[config.mk]
export PLATFORM = sky130hd
export DESIGN_NAME = atq_torque_scaler
export DESIGN_NICKNAME = d
export VERILOG_FILES = /design/src/atq_pkg.sv /design/src/atq_torque_scaler.sv /design/src/atq_divider.sv
export SDC_FILE = /design/constraint.sdc
export NUM_CORES = 2
export LEC_CHECK = 0
export ABC_AREA = 0
export BUFFER_PORTS_ARGS = -buffer_cell sky130_fd_sc_hd__buf_2
export CAP_MARGIN = 20
export CORE_UTILIZATION = 40
export CTS_BUF_LIST = sky130_fd_sc_hd__clkbuf_16
export DETAILED_ROUTE_END_ITERATION = 10
export GPL_TIMING_DRIVEN = 0
export SYNTH_ARGS = -nofsm -noshare
export SYNTH_HDL_FRONTEND = slang
export SYNTH_SLANG_ARGS = --single-unit
[constraint.sdc]
create_clock -name core_clk -period 11.8 [get_ports core_clk]
set_input_delay 1.18 -clock core_clk [delete_from_list [all_inputs] [get_ports core_clk]]
set_output_delay 1.18 -clock core_clk [all_outputs]
set_load 0.05 [all_outputs]
[src/atq_pkg.sv]
// ****************************************************************
// Constants for the analog torque command scaler
// ****************************************************************
package atq_pkg;
    // Register byte addresses
    localparam logic [5:0] ADDR_LOOP_CMD = 6'h00;
    localparam logic [5:0] ADDR_MODE_INACTIVE = 6'h04;
    localparam logic [5:0] ADDR_MODE_ACTIVE = 6'h08;
    localparam logic [5:0] ADDR_FUNC_BASE = 6'h0C;
    localparam logic [5:0] ADDR_SMOOTHING = 6'h18;
    localparam logic [5:0] ADDR_DEAD_ZONE = 6'h1C;
    localparam logic [5:0] ADDR_SHIFT = 6'h20;
    localparam logic [5:0] ADDR_CHANNEL = 6'h24;
    localparam logic [5:0] ADDR_FACTOR = 6'h28;
    localparam logic [5:0] ADDR_PEAK = 6'h2C;
    localparam logic [5:0] ADDR_AUTO_ENABLE = 6'h30;
    localparam logic [5:0] ADDR_STATUS = 6'h34;
    localparam logic [5:0] ADDR_FILTERED = 6'h38;
    localparam logic [5:0] ADDR_DEMAND = 6'h3C;
    // Loop store command codes
    localparam logic [15:0] CMD_STORE = 16'h0001;
    localparam logic [15:0] CMD_INIT = 16'h000A;
    // Function code bits, one bit per function, bits 0 to 2
    localparam int FUNC_BIT_ENABLE = 0;
    localparam int FUNC_BIT_FAULT_CLEAR = 1;
    localparam int FUNC_BIT_MODE_SELECT = 2;
    // Reset values and the torque mode code
    localparam logic [7:0] MODE_INACTIVE_RST = 8'hFC;
    localparam logic [7:0] MODE_ACTIVE_RST = 8'hFD;
    localparam logic [7:0] MODE_TORQUE = 8'h04;
    localparam logic [15:0] FUNC1_RST = 16'h0001;
    localparam logic [15:0] FUNC2_RST = 16'h0002;
    localparam logic [15:0] FUNC3_RST = 16'h0004;
    localparam logic [15:0] SMOOTHING_RST = 16'h0000;
    localparam logic [15:0] DEAD_RST = 16'h0000;
    localparam logic [15:0] SHIFT_RST = 16'h0000;
    localparam logic [1:0] CHANNEL_RST = 2'h0;
    localparam logic [15:0] FACTOR_RST = 16'h0000;
    localparam logic [15:0] PEAK_RST = 16'h0000;
    // Scaling: command full scale and parameter scale per 10 V
    localparam int CMD_FULL_SCALE = 2047;
    localparam int PARAM_FULL_SCALE = 8191;
    localparam int PARAM_SHIFT_BITS = 13;
    localparam int DEMAND_SHIFT_BITS = 22;
    // Smoothing update rate
    localparam int CLK_HZ = 125000000;
    localparam int SMOOTH_RATE_HZ = 4000;
    localparam int SMOOTH_TICK_CYCLES = CLK_HZ / SMOOTH_RATE_HZ;
endpackage

[src/atq_torque_scaler.sv]
// Strobed register access and the register offsets were decided locally.
`timescale 1ns/1ns
// Overview of operation
// - Filtered value: 2047 at 10 V, minus shift/dead
// - Demand is factor*value*peak over 2048*2048
// - Dead zone parameter is 8191 per 10 V
// - Shift parameter is 8191 per 10 V
// - Channel 0 off, 1 first, 2 second input
// - Mode-select pin picks mode one or two
// - Torque mode when selected mode holds 4
// - Command 1 stores, 10 initialises loop parameters
// - Port function codes: enable, fault clear, mode
// - Auto enable when no port has the enable function
// - Torque mode drives current loop target directly
module atq_torque_scaler #(
    parameter int TICK_CYCLES = atq_pkg::SMOOTH_TICK_CYCLES
) (
    input wire logic core_clk,
    input wire logic rst_n,
    input wire logic [5:0] reg_addr,
    input wire logic [15:0] reg_wdata,
    input wire logic reg_wr,
    input wire logic reg_rd,
    output logic [15:0] reg_rdata,
    input wire logic [11:0] analog_input_one,
    input wire logic [11:0] analog_input_two,
    input wire logic enable_input_pin,
    input wire logic fault_clear_input_pin,
    input wire logic mode_select_input_pin,
    output logic [15:0] current_demand,
    output logic [7:0] active_mode,
    output logic torque_mode,
    output logic drive_enable,
    output logic fault_clear,
    output logic loop_store,
    output logic loop_init
);
    // ****************************************************************
    // State
    // ****************************************************************
    typedef enum logic [1:0] {
        ATQ_IDLE = 2'b00,
        ATQ_DIVIDE = 2'b01
    } atq_fstate_t;

    typedef struct packed {
        logic [7:0] mode_inactive;      // Mode while select pin low
        logic [7:0] mode_active;        // Mode while select pin high
        logic [2:0][15:0] func;         // Function code per input port
        logic [15:0] smoothing;         // Filter time constant in ticks
        logic [15:0] dead;              // Dead zone, 8191 per 10 V
        logic [15:0] shift;             // Signed offset, 8191 per 10 V
        logic [1:0] channel;            // Torque channel selector
        logic [15:0] factor;            // Signed torque factor
        logic [15:0] peak;              // Drive peak current
        logic auto_en;                  // Self enable when no port has the enable function
        logic [11:0] a1_s1;             // Input one sync stage one
        logic [11:0] a1_s2;             // Input one sync stage two
        logic [11:0] a2_s1;             // Input two sync stage one
        logic [11:0] a2_s2;             // Input two sync stage two
        logic [2:0] pin_s1;             // Pin sync stage one
        logic [2:0] pin_s2;             // Pin sync stage two
        logic fclr_prev;                // Fault clear function, last cycle
        logic [15:0] tick;              // Smoothing rate divider
        atq_fstate_t fstate;            // Filter sequencer
        logic div_start;                // Divider start pulse
        logic neg;                      // Filter step direction
        logic [12:0] target;            // Dead-zoned, saturated command
        logic [12:0] filt;              // Filtered command
        logic [15:0] demand;            // Current loop target
        logic drive_en;
        logic fault_clr;
        logic store_p;
        logic init_p;
        logic [7:0] act_mode;
        logic torque;
        logic [15:0] rdata;
    } atq_state_t;

    atq_state_t q;
    atq_state_t next_q;
    logic div_done;
    logic [12:0] div_quo;
    logic [2:0] func_en;                // Per port: enable function
    logic [2:0] func_fc;                // Per port: fault clear function
    logic [2:0] func_ms;                // Per port: mode select function
    logic en_fn;
    logic fc_fn;
    logic ms_fn;
    logic signed [28:0] shift_scaled;
    logic signed [28:0] dead_scaled;
    logic signed [15:0] shift_cmd;
    logic signed [15:0] dead_cmd;
    logic signed [15:0] raw;
    logic signed [15:0] centred;
    logic signed [15:0] dz;
    logic signed [13:0] diff;
    logic [12:0] mag;
    logic signed [44:0] prod;
    logic signed [22:0] prod_sh;
    logic [7:0] sel_mode;

    // ****************************************************************
    // Port function decode, one slice per input port
    // ****************************************************************
    genvar gi;
    generate
        for (gi = 0; gi < 3; gi++) begin : g_port
            assign func_en[gi] = q.pin_s2[gi] & q.func[gi][atq_pkg::FUNC_BIT_ENABLE];
            assign func_fc[gi] = q.pin_s2[gi] & q.func[gi][atq_pkg::FUNC_BIT_FAULT_CLEAR];
            assign func_ms[gi] = q.pin_s2[gi] & q.func[gi][atq_pkg::FUNC_BIT_MODE_SELECT];
        end
    endgenerate

    // Filter step divider, shared by both channels
    atq_divider u_div (
        .core_clk(core_clk),
        .rst_n(rst_n),
        .start(q.div_start),
        .dividend(mag),
        .divisor(q.smoothing),
        .done(div_done),
        .quotient(div_quo)
    );

    // ****************************************************************
    // Datapath, combinational
    // ****************************************************************
    always_comb begin
        en_fn = |func_en;
        fc_fn = |func_fc;
        ms_fn = |func_ms;
        // Parameters move from 8191 to 2047 counts per 10 V, rounded
        shift_scaled = $signed(q.shift) * 29'sd2047 + 29'sd4096;
        dead_scaled = $signed({1'b0, q.dead}) * 29'sd2047 + 29'sd4096;
        shift_cmd = 16'(shift_scaled >>> atq_pkg::PARAM_SHIFT_BITS);
        dead_cmd = 16'(dead_scaled >>> atq_pkg::PARAM_SHIFT_BITS);
        // Channel choice; channel 0 sets the raw input to zero, ahead of the shift
        case (q.channel)
            2'h1: raw = 16'($signed(q.a1_s2));
            2'h2: raw = 16'($signed(q.a2_s2));
            default: raw = 16'sh0000;
        endcase
        // Shift first, then shrink toward zero by the dead zone
        centred = raw - shift_cmd;
        if (centred > dead_cmd) begin
            dz = centred - dead_cmd;
        end else if (centred < -dead_cmd) begin
            dz = centred + dead_cmd;
        end else begin
            dz = 16'sh0000;
        end
        // Filter error, never overflows since both ends are clamped
        diff = 14'($signed(q.target)) - 14'($signed(q.filt));
        mag = diff[13] ? 13'(-diff) : 13'(diff);
        // Demand product, then divide by 2048*2048
        prod = 45'($signed(q.factor)) * 45'($signed(q.filt)) * 45'($signed({1'b0, q.peak}));
        prod_sh = 23'(prod >>> atq_pkg::DEMAND_SHIFT_BITS);
        sel_mode = ms_fn ? q.mode_active : q.mode_inactive;
    end

    // ****************************************************************
    // Next state
    // ****************************************************************
    always_comb begin
        next_q = q;
        next_q.div_start = 1'b0;
        next_q.store_p = 1'b0;
        next_q.init_p = 1'b0;
        next_q.rdata = 16'h0000;
        // Two-flop synchronisers for everything off-chip
        next_q.a1_s1 = analog_input_one;
        next_q.a1_s2 = q.a1_s1;
        next_q.a2_s1 = analog_input_two;
        next_q.a2_s2 = q.a2_s1;
        next_q.pin_s1 = {mode_select_input_pin, fault_clear_input_pin, enable_input_pin};
        next_q.pin_s2 = q.pin_s1;

        // Clamp to full scale instead of wrapping
        if (dz > 16'sd2047) begin
            next_q.target = 13'sd2047;
        end else if (dz < -16'sd2047) begin
            next_q.target = -13'sd2047;
        end else begin
            next_q.target = 13'(dz);
        end

        // Smoothing tick, one per filter period
        if (q.tick >= 16'(TICK_CYCLES - 1)) begin
            next_q.tick = 16'h0000;
        end else begin
            next_q.tick = q.tick + 16'h0001;
        end

        // Filter sequencer; a zero constant means no smoothing
        case (q.fstate)
            ATQ_IDLE: begin
                if (q.smoothing == 16'h0000) begin
                    next_q.filt = q.target;
                end else if (q.tick == 16'h0000) begin
                    next_q.div_start = 1'b1;
                    next_q.fstate = ATQ_DIVIDE;
                end
            end
            ATQ_DIVIDE: begin
                // Direction taken in the cycle the divider latches the magnitude,
                // so a target that moves across the filter cannot flip the step
                if (q.div_start) begin
                    next_q.neg = diff[13];
                end
                if (div_done) begin
                    // Step never passes the target, so no overflow
                    next_q.filt = q.neg ? q.filt - div_quo : q.filt + div_quo;
                    next_q.fstate = ATQ_IDLE;
                end
            end
            default: begin
                next_q.fstate = ATQ_IDLE;
            end
        endcase

        // Mode and enables
        next_q.act_mode = sel_mode;
        next_q.torque = (sel_mode == atq_pkg::MODE_TORQUE);
        // Ports assigned to enable take priority over the self enable
        next_q.drive_en = (q.func[0][atq_pkg::FUNC_BIT_ENABLE] | q.func[1][atq_pkg::FUNC_BIT_ENABLE]
            | q.func[2][atq_pkg::FUNC_BIT_ENABLE]) ? en_fn : q.auto_en;
        next_q.fclr_prev = fc_fn;
        next_q.fault_clr = fc_fn & ~q.fclr_prev;

        // Current loop target: only torque mode with a channel chosen
        if (q.torque && q.drive_en && q.channel != 2'h0) begin
            if (prod_sh > 23'sd32767) begin
                next_q.demand = 16'h7FFF;
            end else if (prod_sh < -23'sd32768) begin
                next_q.demand = 16'h8000;
            end else begin
                next_q.demand = 16'(prod_sh);
            end
        end else begin
            next_q.demand = 16'h0000;
        end

        // Register writes
        if (reg_wr) begin
            case (reg_addr)
                atq_pkg::ADDR_LOOP_CMD: begin
                    if (reg_wdata == atq_pkg::CMD_STORE) begin
                        next_q.store_p = 1'b1;
                    end else if (reg_wdata == atq_pkg::CMD_INIT) begin
                        next_q.init_p = 1'b1;
                    end
                end
                atq_pkg::ADDR_MODE_INACTIVE: next_q.mode_inactive = reg_wdata[7:0];
                atq_pkg::ADDR_MODE_ACTIVE: next_q.mode_active = reg_wdata[7:0];
                atq_pkg::ADDR_FUNC_BASE: next_q.func[0] = reg_wdata;
                atq_pkg::ADDR_FUNC_BASE + 6'h04: next_q.func[1] = reg_wdata;
                atq_pkg::ADDR_FUNC_BASE + 6'h08: next_q.func[2] = reg_wdata;
                atq_pkg::ADDR_SMOOTHING: next_q.smoothing = reg_wdata;
                atq_pkg::ADDR_DEAD_ZONE: next_q.dead = reg_wdata;
                atq_pkg::ADDR_SHIFT: next_q.shift = reg_wdata;
                atq_pkg::ADDR_CHANNEL: next_q.channel = reg_wdata[1:0];
                atq_pkg::ADDR_FACTOR: next_q.factor = reg_wdata;
                atq_pkg::ADDR_PEAK: next_q.peak = reg_wdata;
                atq_pkg::ADDR_AUTO_ENABLE: next_q.auto_en = reg_wdata[0];
                default: begin
                    // Unmapped or read-only: write ignored
                end
            endcase
        end

        // Initialise loop parameters to factory values
        if (q.init_p) begin
            next_q.mode_inactive = atq_pkg::MODE_INACTIVE_RST;
            next_q.mode_active = atq_pkg::MODE_ACTIVE_RST;
            next_q.smoothing = atq_pkg::SMOOTHING_RST;
            next_q.dead = atq_pkg::DEAD_RST;
            next_q.shift = atq_pkg::SHIFT_RST;
            next_q.channel = atq_pkg::CHANNEL_RST;
            next_q.factor = atq_pkg::FACTOR_RST;
        end

        // Register reads, data in the following cycle; unmapped reads 0
        if (reg_rd) begin
            case (reg_addr)
                atq_pkg::ADDR_MODE_INACTIVE: next_q.rdata = {8'h00, q.mode_inactive};
                atq_pkg::ADDR_MODE_ACTIVE: next_q.rdata = {8'h00, q.mode_active};
                atq_pkg::ADDR_FUNC_BASE: next_q.rdata = q.func[0];
                atq_pkg::ADDR_FUNC_BASE + 6'h04: next_q.rdata = q.func[1];
                atq_pkg::ADDR_FUNC_BASE + 6'h08: next_q.rdata = q.func[2];
                atq_pkg::ADDR_SMOOTHING: next_q.rdata = q.smoothing;
                atq_pkg::ADDR_DEAD_ZONE: next_q.rdata = q.dead;
                atq_pkg::ADDR_SHIFT: next_q.rdata = q.shift;
                atq_pkg::ADDR_CHANNEL: next_q.rdata = {14'h0000, q.channel};
                atq_pkg::ADDR_FACTOR: next_q.rdata = q.factor;
                atq_pkg::ADDR_PEAK: next_q.rdata = q.peak;
                atq_pkg::ADDR_AUTO_ENABLE: next_q.rdata = {15'h0000, q.auto_en};
                atq_pkg::ADDR_STATUS: next_q.rdata = {1'b0, q.pin_s2, q.torque,
                    q.drive_en, q.fstate == ATQ_DIVIDE, 1'b0, q.act_mode};
                atq_pkg::ADDR_FILTERED: next_q.rdata = 16'($signed(q.filt));
                atq_pkg::ADDR_DEMAND: next_q.rdata = q.demand;
                default: next_q.rdata = 16'h0000;
            endcase
        end
    end

    // ****************************************************************
    // State register, synchronous reset to factory values
    // ****************************************************************
    always_ff @(posedge core_clk) begin
        if (!rst_n) begin
            q <= '0;
            q.mode_inactive <= atq_pkg::MODE_INACTIVE_RST;
            q.mode_active <= atq_pkg::MODE_ACTIVE_RST;
            q.func[0] <= atq_pkg::FUNC1_RST;
            q.func[1] <= atq_pkg::FUNC2_RST;
            q.func[2] <= atq_pkg::FUNC3_RST;
            q.act_mode <= atq_pkg::MODE_INACTIVE_RST;
            q.fstate <= ATQ_IDLE;
        end else begin
            q <= next_q;
        end
    end

    // Outputs straight from flip-flops
    assign reg_rdata = q.rdata;
    assign current_demand = q.demand;
    assign active_mode = q.act_mode;
    assign torque_mode = q.torque;
    assign drive_enable = q.drive_en;
    assign fault_clear = q.fault_clr;
    assign loop_store = q.store_p;
    assign loop_init = q.init_p;

    // ****************************************************************
    // Assertions
    // ****************************************************************
    property p_demand_gated;
        @(posedge core_clk) disable iff (!rst_n)
        (!q.torque || !q.drive_en || q.channel == 2'h0) |=> q.demand == 16'h0000;
    endproperty
    a_demand_gated: assert property (p_demand_gated)
        else $error("demand not zero outside torque mode");

    property p_mode_pick;
        @(posedge core_clk) disable iff (!rst_n)
        ##1 q.act_mode == ($past(ms_fn) ? $past(q.mode_active) : $past(q.mode_inactive));
    endproperty
    a_mode_pick: assert property (p_mode_pick)
        else $error("active mode does not follow select input");

    property p_torque_code;
        @(posedge core_clk) disable iff (!rst_n)
        q.torque |-> q.act_mode == atq_pkg::MODE_TORQUE;
    endproperty
    a_torque_code: assert property (p_torque_code)
        else $error("torque mode without code 4");

    property p_store_cmd;
        @(posedge core_clk) disable iff (!rst_n)
        (reg_wr && reg_addr == atq_pkg::ADDR_LOOP_CMD && reg_wdata == atq_pkg::CMD_STORE)
            |=> q.store_p && !q.init_p;
    endproperty
    a_store_cmd: assert property (p_store_cmd)
        else $error("store command not pulsed");

    property p_init_cmd;
        @(posedge core_clk) disable iff (!rst_n)
        (reg_wr && reg_addr == atq_pkg::ADDR_LOOP_CMD && reg_wdata == atq_pkg::CMD_INIT)
            |=> q.init_p ##1 (q.mode_inactive == atq_pkg::MODE_INACTIVE_RST && q.channel == 2'h0);
    endproperty
    a_init_cmd: assert property (p_init_cmd)
        else $error("initialise did not restore defaults");

    property p_clamp;
        @(posedge core_clk) disable iff (!rst_n)
        $signed(q.target) <= 13'sd2047 && $signed(q.target) >= -13'sd2047
            && $signed(q.filt) <= 13'sd2047 && $signed(q.filt) >= -13'sd2047;
    endproperty
    a_clamp: assert property (p_clamp)
        else $error("command beyond full scale");

    property p_dead_zone;
        @(posedge core_clk) disable iff (!rst_n)
        (centred <= dead_cmd && centred >= -dead_cmd) |=> q.target == 13'h0000;
    endproperty
    a_dead_zone: assert property (p_dead_zone)
        else $error("input inside dead zone not zeroed");

    property p_fault_pulse;
        @(posedge core_clk) disable iff (!rst_n)
        q.fault_clr |=> !q.fault_clr;
    endproperty
    a_fault_pulse: assert property (p_fault_pulse)
        else $error("fault clear longer than one cycle");

    property p_auto_enable;
        @(posedge core_clk) disable iff (!rst_n)
        (q.func[0][0] == 1'b0 && q.func[1][0] == 1'b0 && q.func[2][0] == 1'b0)
            |=> q.drive_en == $past(q.auto_en);
    endproperty
    a_auto_enable: assert property (p_auto_enable)
        else $error("self enable not followed");
endmodule

[src/atq_divider.sv]
`timescale 1ns/1ns
// ****************************************************************
// Unsigned restoring divider, one quotient bit per cycle
// ****************************************************************
module atq_divider (
    input wire logic core_clk,
    input wire logic rst_n,
    input wire logic start,
    input wire logic [12:0] dividend,
    input wire logic [15:0] divisor,
    output logic done,
    output logic [12:0] quotient
);
    typedef struct packed {
        logic busy;          // Iterating
        logic [3:0] count;   // Bits left
        logic [12:0] quo;    // Shifting dividend then quotient
        logic [16:0] rem;    // Partial remainder
        logic [15:0] dsr;    // Latched divisor
        logic done;          // One-cycle completion pulse
    } atq_div_state_t;

    atq_div_state_t q;
    atq_div_state_t next_q;
    logic [16:0] trial;

    // ****************************************************************
    // Next state
    // ****************************************************************
    always_comb begin
        next_q = q;
        next_q.done = 1'b0;
        trial = {q.rem[15:0], q.quo[12]} - {1'b0, q.dsr};
        if (start) begin
            // A new start restarts even a busy division
            next_q.busy = 1'b1;
            next_q.count = 4'hD;
            next_q.quo = dividend;
            next_q.rem = 17'h00000;
            next_q.dsr = divisor;
        end else if (q.busy) begin
            if (!trial[16]) begin
                next_q.rem = trial;
                next_q.quo = {q.quo[11:0], 1'b1};
            end else begin
                next_q.rem = {q.rem[15:0], q.quo[12]};
                next_q.quo = {q.quo[11:0], 1'b0};
            end
            next_q.count = q.count - 4'h1;
            if (q.count == 4'h1) begin
                next_q.busy = 1'b0;
                next_q.done = 1'b1;
            end
        end
    end

    // ****************************************************************
    // State register
    // ****************************************************************
    always_ff @(posedge core_clk) begin
        if (!rst_n) begin
            q <= '0;
        end else begin
            q <= next_q;
        end
    end

    assign done = q.done;
    assign quotient = q.quo;
endmodule

==> impl_metrics.toml <==
[yosys]
yosysSeqAreaShare_pct = 13.64
synth_nets = 7090
ys.warnings.count = 0
synth.distinct_cells = 88
synth_top_area_share_pct = 33.36
ys_ff_latch = 343
netlist_top_cells_area = "fa_1 (33%), dfxtp_1 (14%), ha_1 (11%)"
yosys.area.top_type = "fa_1"
synthArstFlopShare_pct = 0
syn_area_sq_um = 50350
synth_cells = 5751
synth_edf_count = 0
avgSynthCellArea_sq_um = 8.754
ys.flop_type = "dfxtp_1"

[sta]
clock.fmax_mhz = 81.20
skew_ps = 26.68
relSlewSlack_pct = 27.04
setup_viol = 15
timing.final.ws_setup_ps = -515.8
rsz0062_at_grt = "true"
period_minus_slack_ps = 12320
finalSetupTns_ps = -7357
worst_pin_slew_ps = 1094
period_share_pct = 104.4
drv_slew = 0
hold_viol_final = 0

[global_routing]
grt_pass1_vias = 40720
gr-usage-met1_pct = 34.41
grt_busiest_layer = "met2"
met3_usage_pct = 3.959
grt_usage_pct = 24.75
grt_antenna_before_repair = 18
grt_start_max_net_pins = 20
grt_pass1_wl_um = 240700
grt_remaining_overflow = 0
grt_use_met2_pct = 38.65

[cts]
tritoncts = "done"
cts_buffers = 40
clk_latency_ps = 580
clkSinkCount = 343
clkTransAtPathRegs_ps = 60
htreeDepth = 2
cts_root_buf = "clkbuf_16"
cts_max_path_buffers = 3

[route]
drt_iter0_drc = 3192
avgRoutedWirePerCell_um = 20.44
wl_um = 156500
dr.pass1.iters = 7
ant_nets = 0
vias = 40470
drc = 0
viasPerCell = 5.284

[layout]
final_nets = 7325
area_delta_synth_final_pct = 12.84
multiInputGateArea_sq_um = 39130
drive_gt1_share_pct = 9.825
fillCellCount = 12130
regArea_sq_um = 6923

[worst_setup_path]
crit_path_max_fanout = 7
crit_required_ps = 12270
crit_type = "register to register"
worstPathArrival_ps = 12780
critPathLaunchType = "register"
critical-path-slowest-cell = "fa_2"
slowest_delay_ps = 620
cp-end-kind = "register"
reg2reg_depth = 45
crit_top_cell = "fa_1"

[status]
status = "finished with violations"
violations = "negative setup slack"

[placed_design]
dp.final_hpwl_um = 126500
dpl_worst_slack_ps = -3424
place.gp.congestion = 0.9647
port_buffers = 88

[min_path]
min_path_cells = 1
hold_path.class = "register to register"

[die]
die_h_um = 356.8
design.core.area_sq_um = 124300
rows = 129
die_w_um = 356.8
dieArea_sq_um = 127300
start_util_pct = 40.51
io_pins = 98

[power]
leakage_nw = 26.63
powerDensity_nw_per_um2 = 84.67
ir_drop_mv = 0.1015

[flow_run]
cap_viol_max_count = 0
## through the flow
step	hold slack (ps)	cell area (sq um)	util [%]	cells	total power, mW
5_1_grt	422.9	56800	45.71	7658	5.036
3_5_place_dp	399.0	52940	42.60	7481	3.174
6_report	424.4	56810	45.71	7660	4.810
4_1_cts	414.8	56080	45.12	7618	4.702
3_3_place_gp	387.7	52890	42.56	7476	3.156
2_1_floorplan	376.3	50410	-	5751	2.569
## state kept, by name, indices dropped and copies added, names as in the netlist
name and cells:
u_div.done 1, torque_mode 1, loop_store 1, next_q 27, fault_clear 1, loop_init 1
drive_enable 1, active_mode 8, current_demand 16, u_div.quotient 13, q 220, u_div.q 37
reg_rdata 16
## path summary, 6_finish.rpt
kind | end | start | slack [ps]
max | current_demand[2]$_SDFF_PN0_ | q[46]$_SDFFE_PN0P_ | -520
min | fault_clear$_SDFF_PN0_ | q[91]$_SDFF_PN0_ | 420
max reg2reg | current_demand[2]$_SDFF_PN0_ | q[46]$_SDFFE_PN0P_ | -520
min reg2reg | fault_clear$_SDFF_PN0_ | q[91]$_SDFF_PN0_ | 420
## logic make-up (layout without fill, tap and decap cells)
group                    after synthesis  count (layout)  synth area share [%]
adder cells (fa/ha/maj)             1292            1292                 44.59
multiplexers                          85              85                 1.956
flip-flops                           343             343                 13.64
XOR/XNOR                             200             200                 3.479
AO/OA/AOI/OAI                        754             754                 9.836
AND/OR/NAND/NOR                     1679            1679                 15.75
buffers and inverters               1397            1661                 10.75
other                                  1               9              0.007448
## synth_stat cells (19+ instances only)
master	count
buf_4	40
nor2_1	221
a22oi_1	32
a21o_1	44
nor3_1	61
nand4_1	20
nand3_1	50
nor2b_1	55
nand2_1	788
inv_1	1103
mux2i_1	59
a211oi_1	51
a31oi_1	28
xnor2_1	147
a21oi_1	282
o21a_1	19
dfxtp_1	343
and3_1	37
a221oi_1	22
or2_2	20
nand2b_1	36
and2_1	325
fa_1	839
o21bai_1	20
xor2_1	53
ha_1	447
clkbuf_1	238
o21ai_0	93
## routing by layer
layer  part of all wire, %  up-vias
met4                   4.4       10
met3                   8.0      293
li1                      -    18460
met5                 0.047        -
met1                    43    20260
met2                    45     1454
## cell type report
cell class | count | share of cell area, %
flip-flops and latches | 343 | 12.19
diodes | 8 | 0.03524
well taps | 1637 | 3.605
repair buffers | 197 | 2.403
multi-input cells | 4011 | 68.87
clock inverters | 29 | 0.6651
plain buffers | 289 | 3.083
clock buffers | 42 | 1.850
inverters | 1104 | 7.301
## cells in the final DEF, fill, tap and decap left out, drive strengths merged, types with 23 or more instances in the layout
cell,n
a211oi,51
a21o,44
a21oi,283
a221oi,23
a22oi,32
a31oi,30
and2,325
and3,37
buf,264
clkbuf,264
dfxtp,343
fa,839
ha,447
inv,1108
mux2i,59
nand2,788
nand2b,37
nand3,50
nor2,221
nor2b,55
nor3,62
o21ai,97
xnor2,147
xor2,53
## what timing repair did
item                                    in CTS  in global routing
resized for setup                          269                113
endpoints found under the setup margin      16                 27
buffers inserted                            68                 35
hold buffers                                 0                  0
cloned                                       1                  0
pin swaps                                   59                 61
## where the power goes
group          switching (mW)  internal, mW  leakage (nW)  total [mW]
combinational            1.35         0.829          23.1        2.18
clock                   0.536         0.826         0.707        1.36
sequential             0.0586          1.21          2.80        1.26
total                    1.95          2.86          26.6        4.81
## worst max-delay path: cells and delay by family (launching register included)
family | cells | cell delay, ps
xor+xnor | 1 | 180
buf+inv | 11 | 1200
simple gates | 6 | 1250
compound gates | 13 | 2830
fa+ha+maj | 14 | 6340
flops | 1 | 380
Note: power is estimated with default switching activity, not from simulation.
